File: src/common/stereo_link_consts.vh
// Purpose: Constants for the stereo converter serial link.
// Assumes: ref_clk at 125 MHz.
// Notes: Cycle counts are worked out for ref_clk and sized for their counters.
`ifndef STEREO_LINK_CONSTS_VH
`define STEREO_LINK_CONSTS_VH

// Clock rate in MHz and Hz
`define CLK_MHZ 125
`define CLK_HZ 125000000

// Bit clock half period, ns (80 ns bit period)
`define BIT_HALF_NS 40
// Stereo sample rate, Hz
`define SAMPLE_HZ 44100
// Convert command high time, ns
`define CMD_HIGH_NS 80
// Converter reset hold time, ns
`define RST_HOLD_NS 2000

// Word layout
`define WORD_BITS 32
`define CH0_LSB 0
`define CH1_LSB 16
`define CH_BITS 16

// Counter widths
`define BIT_CNT_W 3
`define TIMER_W 12
`define RST_CNT_W 8
`define SHIFT_CNT_W 6

// Cycle counts at 125 MHz, sized for their counters
`define BIT_HALF_CYCLES 3'h5
`define CMD_PERIOD_CYCLES 12'hB12
`define CMD_HIGH_CYCLES 12'h00A
`define RST_HOLD_CYCLES 8'hFA
`define WORD_LEN_BITS 6'h20

`endif

File: src/stereo_link.v
// Purpose: Serial link from a processor port to a stereo ADC and DAC pair in cascade mode.
// Assumes: Converters sample on the falling bit clock edge and shift on the rising edge.
// Notes: The bit clock is looped back externally and used as the receive clock.
// Summary of operation
// - A convert command pulse goes out on the timer output pin once per stereo sample period.
// - The 32-bit ADC word arrives most significant bit first on the receive data pin.
// - The block makes the bit clock on the transmit clock pin, shared by the ADC and the DAC.
// - The receiver is clocked from the transmit bit clock, fed back as the receive clock.
// - The receive clock is sampled by ref_clk, so bits are taken at the full bit rate.
// - The DAC sync strobe requests the next 32-bit stereo word, which the block then shifts out.
// - One transmit data pin feeds both DAC serial inputs with the same stream.
// - The bit clock runs at full rate and the convert timer gives about 44.1 kHz stereo samples.
// - Each completed incoming word raises a one-cycle receive event.
// - Channel zero sits in the low 16 bits and channel one in the high 16 bits, signed.
`include "stereo_link_consts.vh"
`default_nettype none

module stereo_link (
    input wire ref_clk,
    input wire reset_n,
    input wire link_enable,
    input wire tx_valid,
    input wire [`WORD_BITS-1:0] tx_data,
    output reg tx_ready,
    output reg [`WORD_BITS-1:0] rx_data,
    output reg rx_event,
    output reg tx_underrun,
    input wire receive_clock_pin,
    input wire receive_data_pin,
    input wire adc_sync_pin,
    input wire dac_sync_pin,
    output reg transmit_clock_pin,
    output reg transmit_data_pin,
    output reg timer_output_pin,
    output reg converter_reset_n
);

    // Counts come from the header already sized, so nothing is cut here
    localparam [`BIT_CNT_W-1:0] BIT_HALF_CYC = `BIT_HALF_CYCLES;
    // A period of whole cycles runs a little fast of 44.1 kHz
    localparam [`TIMER_W-1:0] CMD_PERIOD_CYC = `CMD_PERIOD_CYCLES;
    localparam [`TIMER_W-1:0] CMD_HIGH_CYC = `CMD_HIGH_CYCLES;
    localparam [`RST_CNT_W-1:0] RST_HOLD_CYC = `RST_HOLD_CYCLES;
    localparam [`SHIFT_CNT_W-1:0] WORD_LEN = `WORD_LEN_BITS;

    // Link state, one-hot
    localparam [2:0] ST_RESET = 3'h1;
    localparam [2:0] ST_IDLE = 3'h2;
    localparam [2:0] ST_RUN = 3'h4;

    reg [2:0] state_q;
    reg [`RST_CNT_W-1:0] rst_cnt_q;
    reg [`BIT_CNT_W-1:0] bit_cnt_q;
    reg [`TIMER_W-1:0] timer_q;
    wire running;
    wire bclk_rise;
    wire bclk_fall;

    // Pin synchronisers
    reg rclk_s1, rclk_s2, rclk_s3;
    reg rxd_s1, rxd_s2;
    reg adc_s1, adc_s2;
    reg dac_s1, dac_s2;
    wire rclk_fall;

    // Receive shifter
    reg [`WORD_BITS-1:0] rx_sh_q;
    reg [`SHIFT_CNT_W-1:0] rx_cnt_q;
    reg rx_busy_q;

    // Transmit shifter
    reg [`WORD_BITS-1:0] tx_sh_q;
    reg [`SHIFT_CNT_W-1:0] tx_cnt_q;
    reg tx_load_q;

    // Two-entry transmit buffer
    reg [`WORD_BITS-1:0] buf_mem [0:1];
    reg buf_wr_q, buf_rd_q;
    reg [1:0] buf_cnt_q;
    reg [1:0] buf_cnt_d;
    wire buf_push;
    wire buf_pop;
    wire buf_empty;

    assign running = (state_q == ST_RUN);
    assign bclk_rise = running && !transmit_clock_pin && (bit_cnt_q == BIT_HALF_CYC - 3'h1);
    assign bclk_fall = running && transmit_clock_pin && (bit_cnt_q == BIT_HALF_CYC - 3'h1);

    // Converter reset sequence, then wait for enable
    always @(posedge ref_clk or negedge reset_n) begin
        if (!reset_n) begin
            state_q <= ST_RESET;
            rst_cnt_q <= 8'h00;
            converter_reset_n <= 1'b0;
        end else begin
            case (state_q)
                ST_RESET: begin
                    if (rst_cnt_q == RST_HOLD_CYC - 8'h01) begin
                        converter_reset_n <= 1'b1;
                        state_q <= ST_IDLE;
                    end else begin
                        rst_cnt_q <= rst_cnt_q + 8'h01;
                    end
                end
                ST_IDLE: begin
                    if (link_enable) begin
                        state_q <= ST_RUN;
                    end
                end
                ST_RUN: begin
                    // Stop only while the bit clock is low; a stop on the rising count still lets a one-cycle runt pulse out
                    if (!link_enable && !transmit_clock_pin) begin
                        state_q <= ST_IDLE;
                    end
                end
                default: begin
                    state_q <= ST_RESET;
                end
            endcase
        end
    end

    // Bit clock divider, full rate for a 80 ns bit period
    // The divider restarts on each run, so the first half period is full length
    always @(posedge ref_clk or negedge reset_n) begin
        if (!reset_n) begin
            bit_cnt_q <= 3'h0;
            transmit_clock_pin <= 1'b0;
        end else if (!running) begin
            bit_cnt_q <= 3'h0;
            transmit_clock_pin <= 1'b0;
        end else if (bit_cnt_q == BIT_HALF_CYC - 3'h1) begin
            bit_cnt_q <= 3'h0;
            transmit_clock_pin <= ~transmit_clock_pin;
        end else begin
            bit_cnt_q <= bit_cnt_q + 3'h1;
        end
    end

    // Convert timer: one high pulse per stereo sample period
    // The first command leaves on the first running edge
    always @(posedge ref_clk or negedge reset_n) begin
        if (!reset_n) begin
            timer_q <= 12'h000;
            timer_output_pin <= 1'b0;
        end else if (!running) begin
            timer_q <= 12'h000;
            timer_output_pin <= 1'b0;
        end else begin
            if (timer_q == CMD_PERIOD_CYC - 12'h001) begin
                timer_q <= 12'h000;
            end else begin
                timer_q <= timer_q + 12'h001;
            end
            timer_output_pin <= (timer_q < CMD_HIGH_CYC);
        end
    end

    // Two flip-flops on every pin before any logic looks at it
    always @(posedge ref_clk or negedge reset_n) begin
        if (!reset_n) begin
            rclk_s1 <= 1'b0;
            rclk_s2 <= 1'b0;
            rclk_s3 <= 1'b0;
            rxd_s1 <= 1'b0;
            rxd_s2 <= 1'b0;
            adc_s1 <= 1'b0;
            adc_s2 <= 1'b0;
            dac_s1 <= 1'b0;
            dac_s2 <= 1'b0;
        end else begin
            rclk_s1 <= receive_clock_pin;
            rclk_s2 <= rclk_s1;
            rclk_s3 <= rclk_s2;
            rxd_s1 <= receive_data_pin;
            rxd_s2 <= rxd_s1;
            adc_s1 <= adc_sync_pin;
            adc_s2 <= adc_s1;
            dac_s1 <= dac_sync_pin;
            dac_s2 <= dac_s1;
        end
    end

    // Data and strobe share the clock's sync delay, so the sample stays aligned
    assign rclk_fall = rclk_s3 && !rclk_s2;

    // Receiver: framed by the ADC strobe, MSB first
    // No back-pressure: a word not taken before the next event is lost
    always @(posedge ref_clk or negedge reset_n) begin
        if (!reset_n) begin
            rx_sh_q <= 32'h00000000;
            rx_cnt_q <= 6'h00;
            rx_busy_q <= 1'b0;
            rx_data <= 32'h00000000;
            rx_event <= 1'b0;
        end else begin
            rx_event <= 1'b0;
            if (rclk_fall && running) begin
                if (adc_s2) begin
                    // A strobe restarts framing even mid-word
                    rx_sh_q <= {31'h0, rxd_s2};
                    rx_cnt_q <= 6'h01;
                    rx_busy_q <= 1'b1;
                end else if (rx_busy_q) begin
                    rx_sh_q <= {rx_sh_q[`WORD_BITS-2:0], rxd_s2};
                    rx_cnt_q <= rx_cnt_q + 6'h01;
                end
                if (rx_busy_q && !adc_s2 && rx_cnt_q == WORD_LEN - 6'h01) begin
                    // Channel 1 in the high half, channel 0 in the low half
                    rx_data <= {rx_sh_q[`WORD_BITS-2:0], rxd_s2};
                    rx_event <= 1'b1;
                    rx_busy_q <= 1'b0;
                end
            end
        end
    end

    // Transmit buffer; a stalled shifter leaves it full and drops tx_ready
    assign buf_empty = (buf_cnt_q == 2'h0);
    assign buf_push = tx_valid && tx_ready;
    assign buf_pop = bclk_rise && tx_load_q && !buf_empty;

    always @* begin
        buf_cnt_d = buf_cnt_q;
        if (buf_push && !buf_pop) begin
            buf_cnt_d = buf_cnt_q + 2'h1;
        end else if (buf_pop && !buf_push) begin
            buf_cnt_d = buf_cnt_q - 2'h1;
        end
    end

    always @(posedge ref_clk) begin
        if (buf_push) begin
            buf_mem[buf_wr_q] <= tx_data;
        end
    end

    always @(posedge ref_clk or negedge reset_n) begin
        if (!reset_n) begin
            buf_wr_q <= 1'b0;
            buf_rd_q <= 1'b0;
            buf_cnt_q <= 2'h0;
            tx_ready <= 1'b0;
        end else begin
            if (buf_push) begin
                buf_wr_q <= ~buf_wr_q;
            end
            if (buf_pop) begin
                buf_rd_q <= ~buf_rd_q;
            end
            buf_cnt_q <= buf_cnt_d;
            tx_ready <= (buf_cnt_d != 2'h2);
        end
    end

    // Transmitter: DAC strobe seen at a falling edge loads on the next rising edge
    // The pop and the first bit share one edge, so tx_ready rises as the MSB leaves
    always @(posedge ref_clk or negedge reset_n) begin
        if (!reset_n) begin
            tx_load_q <= 1'b0;
            tx_sh_q <= 32'h00000000;
            tx_cnt_q <= 6'h00;
            transmit_data_pin <= 1'b0;
            tx_underrun <= 1'b0;
        end else begin
            tx_underrun <= 1'b0;
            if (!running) begin
                tx_load_q <= 1'b0;
                tx_cnt_q <= 6'h00;
            end else if (bclk_fall && dac_s2) begin
                tx_load_q <= 1'b1;
            end else if (bclk_rise) begin
                if (tx_load_q) begin
                    tx_load_q <= 1'b0;
                    tx_cnt_q <= WORD_LEN - 6'h01;
                    if (buf_empty) begin
                        // Silence rather than a stale word when software falls behind
                        tx_sh_q <= 32'h00000000;
                        transmit_data_pin <= 1'b0;
                        tx_underrun <= 1'b1;
                    end else begin
                        tx_sh_q <= {buf_mem[buf_rd_q][`WORD_BITS-2:0], 1'b0};
                        transmit_data_pin <= buf_mem[buf_rd_q][`WORD_BITS-1];
                    end
                end else if (tx_cnt_q != 6'h00) begin
                    transmit_data_pin <= tx_sh_q[`WORD_BITS-1];
                    tx_sh_q <= {tx_sh_q[`WORD_BITS-2:0], 1'b0};
                    tx_cnt_q <= tx_cnt_q - 6'h01;
                end else begin
                    transmit_data_pin <= 1'b0;
                end
            end
        end
    end

endmodule // stereo_link

`default_nettype wire

File: config.mk
export PLATFORM = sky130hd
export DESIGN_NAME = stereo_link
export DESIGN_NICKNAME = d
export VERILOG_FILES = /design/src/stereo_link.v
export VERILOG_INCLUDE_DIRS = /design/src /design/src/common
export SDC_FILE = /design/constraint.sdc
export NUM_CORES = 1
export LEC_CHECK = 0
export ABC_AREA = 1
export BUFFER_PORTS_ARGS = -buffer_cell sky130_fd_sc_hd__buf_4
export CAP_MARGIN = 20
export CORE_ASPECT_RATIO = 0.7
export CORE_MARGIN = 4
export CORE_UTILIZATION = 53
export DETAILED_ROUTE_END_ITERATION = 7
export PLACE_DENSITY = 0.75
export SYNTH_ARGS = -nofsm -noshare
export SYNTH_HDL_FRONTEND = slang
export SYNTH_SLANG_ARGS = --single-unit
File: constraint.sdc
create_clock -name ref_clk -period 2.55 [get_ports ref_clk]
set_input_delay 0 -clock ref_clk [delete_from_list [all_inputs] [get_ports ref_clk]]
set_output_delay 0 -clock ref_clk [all_outputs]
set_load 0.005 [all_outputs]
# Word level (Yosys, flattened, before mapping)

Memories as Yosys holds them, arrays and structs flattened.
Index checks and enable logic that the tools add are counted.

RAM bits: 64
Input bits: 40
Output and inout port bits: 39
Flip-flop bits (word level): 155
Memories: 1

Memory list:

| name    | words | width | rd ports | clocked after memory_dff | write ports | line             | source |
|---|---|---|---|---|---|---|---|
| buf_mem | 2     | 32    | 1        | 0                        | 1           | stereo_link.v:77 | `` reg [`WORD_BITS-1:0] buf_mem [0:1]; `` |

Equal/unequal tests: 16
Mux-type cells: 42
$lt $le $gt $ge: 1
Reductions and logical operators: 36
$add $sub $neg: 7
Bitwise gates (word level): 5

Operator list:

| cell                  | count |
|---|---|
| $mux 32               | 3 |
| $mux 31               | 2 |
| $mux 6                | 7 |
| $mux 12               | 2 |
| $mux 1                | 20 |
| $logic_and 1x1->1     | 15 |
| $mux 3                | 5 |
| $add 12x1->12 const B | 1 |
| $eq 12x12->1 const B  | 1 |
| $lt 12x4->1 const B   | 1 |
| $reduce_and 2->1      | 5 |
| $pmux 3 s3            | 1 |
| $reduce_and 3->1      | 3 |
| $add 8x1->8 const B   | 1 |
| $eq 8x8->1 const B    | 1 |
| $ne 2x2->1 const B    | 4 |
| $logic_not 1->1       | 7 |
| $add 6x1->6 const B   | 1 |
| $eq 3x3->1 const B    | 2 |
| $eq 6x5->1 const B    | 1 |
| $ne 2x1->1 const B    | 3 |
| $ne 3x1->1 const B    | 2 |
| $reduce_bool 2->1     | 3 |
| $reduce_bool 6->1     | 1 |
| 10 further kinds      | 15 |

# Longest topological paths before layout

Depth after elaboration: 9
Gate-level depth with buffers: 12

# Worst setup path after synthesis

No wires, ideal clock.

Kind: flip-flop to flip-flop
From: register tx_ready
To: memory buf_mem[0][0] in the netlist's numbering, enable pin
Slack: 296 ps
Stages on the path, launching flop included: 3
Path buffers: 0
Setup time: 421 ps
Arrival: 1833 ps
Period minus slack after synthesis: 2254 ps
Required time: 2129 ps
Cell sequence: dfrtp_1 nand2_1 nor2_1

Word-level cells in the longest chain between the ends: 3

Ends and longest elaborated chain:

| what                         | line              | source |
|---|---|---|
| start, declared              | stereo_link.v:24  | `output reg tx_ready,` |
| start signal, assigned       | stereo_link.v:252 | `tx_ready <= (buf_cnt_d != 2'h2);` |
| $logic_and 1x1->1            | stereo_link.v:220 | `assign buf_push = tx_valid && tx_ready;` |
| $mux 1                       | stereo_link.v:233 | `if (buf_push) begin` |
| $mux 1 (not written as such) | stereo_link.v:234 | `buf_mem[buf_wr_q] <= tx_data;` |
| end, declared                | stereo_link.v:77  |  |

No other way between the ends.

# Worst setup path in the final report

From: register bit_cnt_q[0]
To: register tx_cnt_q[0]

Word-level cells in the longest chain between the ends: 5
Elaborated cells between the ends (all ways): 7

Ends and longest elaborated chain:

| what                           | line                               | source |
|---|---|---|
| start, declared                | stereo_link.v:53                   | `` reg [`BIT_CNT_W-1:0] bit_cnt_q; `` |
| start signal, assigned         | stereo_link.v:136                  | `bit_cnt_q <= bit_cnt_q + 3'h1;` |
| $eq 3x3->1 (*)                 | stereo_link.v:86, stereo_link.v:87 |  |
| $logic_and 1x1->1              | stereo_link.v:87                   | `assign bclk_fall = running && transmit_clock_pin && (bit_cnt_q == BIT_HALF_CYC - 3'h1);` |
| $logic_and 1x1->1              | stereo_link.v:270                  | `end else if (bclk_fall && dac_s2) begin` |
| $ne 2x2->1 (no line)           | n/a                                |  |
| $reduce_and 3->1 (no line) (*) | n/a                                |  |
| end signal, assigned           | stereo_link.v:275                  | `tx_cnt_q <= WORD_LEN - 6'h01;` |
| end signal, assigned           | stereo_link.v:288                  | `tx_cnt_q <= tx_cnt_q - 6'h01;` |
| end, declared                  | stereo_link.v:73                   | `` reg [`SHIFT_CNT_W-1:0] tx_cnt_q; `` |

Mark *: on every way between the ends. The rest lies on a longest branch, timed or not.
A chain may end at the register's enable or synchronous reset.

==> reports/metrics.csv <==
stage;metric;value;unit
status;status;complete, no violations;
pwr;p_leak;5.08;nW
global_routing;grt_use_total;20.2;%
layout;num-nets-final;1082;
global_routing;grt_max_degree;74;
critical_path;slowest_stage;inv_2;
timing;worst_pin_slew;0.684;ns
pwr;ir_drop;0.000483;V
job;maxCapViolations;0;
clock_network;worst_skew_pair.late_latency;0.50;ns
timing;fin_crit_sh;82.6;%
drt;drc;0;
layout;drive_above_1_share;13.2;%
global_routing;grt_pass1_vias;6398;
die;die-height;117;µm
global_routing;antenna_found_initial;0;
placed_design;pre_cts_ws;0.506;ns
critical_path;worstSetupPathType;flop to flop;
drt;ant_nets;0;
timing;setup_slack;0.443;ns
layout;n_antenna_cell;0;
timing;fin_setup_tns;0;ns
drt;vias;6484;
layout;finalInstanceArea;10800;µm²
global_routing;grt_pass1_wl;31.5;mm
pwr;total_power;7.59;mW
synthesis;yosysTopAreaCellShare;42.9;%
layout;fillCellCount;1302;
clock_network;clk_pin_slew_worst_paths;0.06;ns
clock_network;cts_tree;yes;
synthesis;syn_nets;963;
critical_path;cp.required;2.94;ns
synthesis;syn_area;8920;µm²
critical_path;critical_path_buf_inv_count;3;
die;io_pins;79;
synthesis;yosysUniqueCellTypes;36;
die;start_util;54.4;%
drt;drt-pass1-iter-count;6;
critical_path;critPathMaxFanout;39;
critical_path;worstPathCellList;inv_1, ha_1, nand2_1, nor2_2, inv_1, nor2_2, nand2_2, inv_2, o21ai_0, o21ai_0;
critical_path;crit_arrival;2.50;ns
drt;wl_per_cell;14.6;µm
clock_network;clock_sinks;218;
placed_design;placed_area;9730;µm²
die;die_w;163;µm
synthesis;synth_top_cell_by_area;dfrtp_1;
critical_path;crit_family;buffers and inverters;
clock_network;cts_root_buf;clkbuf_16;
critical_path;endpoint_kind;flop;
clock_network;cts.path.max_buffers;3;
placed_design;gp_congestion;0.819;
layout;final_common_cell;nand2_1;
drt;drtIter0Drc;598;
placed_design;io_buffer_count;78;
critical_path;start_kind;flop;
clock_network;htreeDepth;1;
layout;final_cell_mix;299 x nand2_1, 153 x dfrtp_1, 92 x buf_4;
layout;areaGrowthSynthToFinish;21.4;%
synthesis;yosys_warnings;0;
die;core;16400;µm²
synthesis;synth_area_per_cell;9.78;µm²
timing;maxSlewViolCount;0;
critical_path;cpPeakStageDelay;0.49;ns
timing;hold_viol_final;0;
clock_network;cts_resized;0;
die;die_area;19000;µm²
synthesis;synthTopCellsByArea;dfrtp_1 43%, edfxtp_1 22%, nand2_1 13%;
drt;avgViaCountPerCell;5.10;
synthesis;syn-instance-count;913;
placed_design;post-dp-hpwl;11.2;mm
global_routing;overflow;0;
drt;routed_wl;18.6;mm
pwr;p_per_area;701;nW/µm²
worst_hold_path;hp-class;input pin to async pin;
timing;fin_skew;0.0175;ns
timing;fmax;475;MHz
timing;post-route-min-period;2.11;ns
timing;rsz0062_at_grt;no;
die;num_rows;39;
synthesis;yosysSeqAreaShare;64.7;%
synthesis;synth_seq_cells;218;
timing;finalSetupViolCount;0;
clock_network;cts_buffers;21;
timing;slew_headroom;54.3;%
-- area by class of cell --
type | count | area, µm² | area share [%]
Clock buffer | 27 | 579 | 5.35
Clock inverter | 11 | 130 | 1.20
Inverter | 65 | 244 | 2.25
Multi-Input combinational cell | 593 | 2710 | 25.0
Sequential cell | 218 | 5780 | 53.3
Tap cell | 225 | 282 | 2.60
Timing Repair Buffer | 133 | 1110 | 10.3
-- cells by family after synthesis --
group	Yosys count	synth area share, %
AND/OR/NAND/NOR	445	20.1
flip-flops	218	64.7
XOR/XNOR	13	1.28
buffers and inverters	102	4.96
AO/OA/AOI/OAI	125	7.54
adder cells (fa/ha/maj)	10	1.40
-- state kept, by name (all words and copies together) (netlist names), 2 cells and up --
register and count:
buf_mem 64, rx_data 32, rx_sh_q 31, tx_sh_q 31, timer_q 12, rst_cnt_q 8, rx_cnt_q 6, tx_cnt_q 6
bit_cnt_q 3, state_q 3, buf_cnt_q 2
-- final timing paths --
path,startpoint,to,slack [ns],depth (start not counted)
min,reset_n,timer_q[9],0.1,2
max in group asynchronous,reset_n,rx_data[31],1.71,3
min reg2reg,rxd_s1,rxd_s2,0.35,0
max,bit_cnt_q[0],tx_cnt_q[0],0.44,10
min in group ref_clk,adc_sync_pin,adc_s1,0.16,2
max reg2reg,bit_cnt_q[0],tx_cnt_q[0],0.44,10
-- synth_stat cells, drive strengths merged --
library cell and instances:
a21o 1, ha 10, dfstp 1, inv 64, nand4 9, o31ai 2, o21ai 98, nor2 77
nand3b 1, o22ai 11, a31o 1, a31oi 1, nor3b 3, o21bai 2, clkinv 1, nand3 47
clkbuf 14, o211ai 1, xnor2 3, nand2 301, a21oi 7, dfrtp 153, nor3 7, a211oi 1
buf 23, edfxtp 64, xor2 10
-- report_power, final --
part | internal [mW] | leakage, nW | switching [mW] | total, mW
sequential | 3.89 | 2.70 | 0.0627 | 3.95
combinational | 0.153 | 2.02 | 0.300 | 0.453
clock | 1.91 | 0.350 | 1.27 | 3.19
-- worst reg2reg max path: cells and delay by family, from the launching register on --
kind | cells | cell delay [ns]
fa+ha+maj | 1 | 0.16
buf+inv | 3 | 0.64
simple gates | 4 | 0.49
compound gates | 2 | 0.32
flops | 1 | 0.40
-- per-layer routing --
layer  vias up  GRT usage, %  part of all wire, %
met5         -             0                    0
met4         0          4.64                  1.1
met3        21          3.21                  5.4
met2       185          30.9                   45
met1      3074          30.9                   49
li1       3204             -                    -
-- stage by stage --
step,utilization (%),cells,hold WS (ns)
5_1_grt,66.1,1272,0.156
2_1_floorplan,-,913,-0.296
6_report,66.1,1272,0.0962
3_5_place_dp,59.4,1195,0.0704
3_3_place_gp,59.4,1195,0.0715
4_1_cts,66.1,1272,0.126
-- repair_timing --
| action | in CTS | in global routing |
|---|---|---|
| buffers inserted | 0 | 0 |
| hold buffers | 39 | 0 |
| endpoints found under the hold margin | 141 | 0 |
No activity file was read; power rests on OpenSTA's default activity.
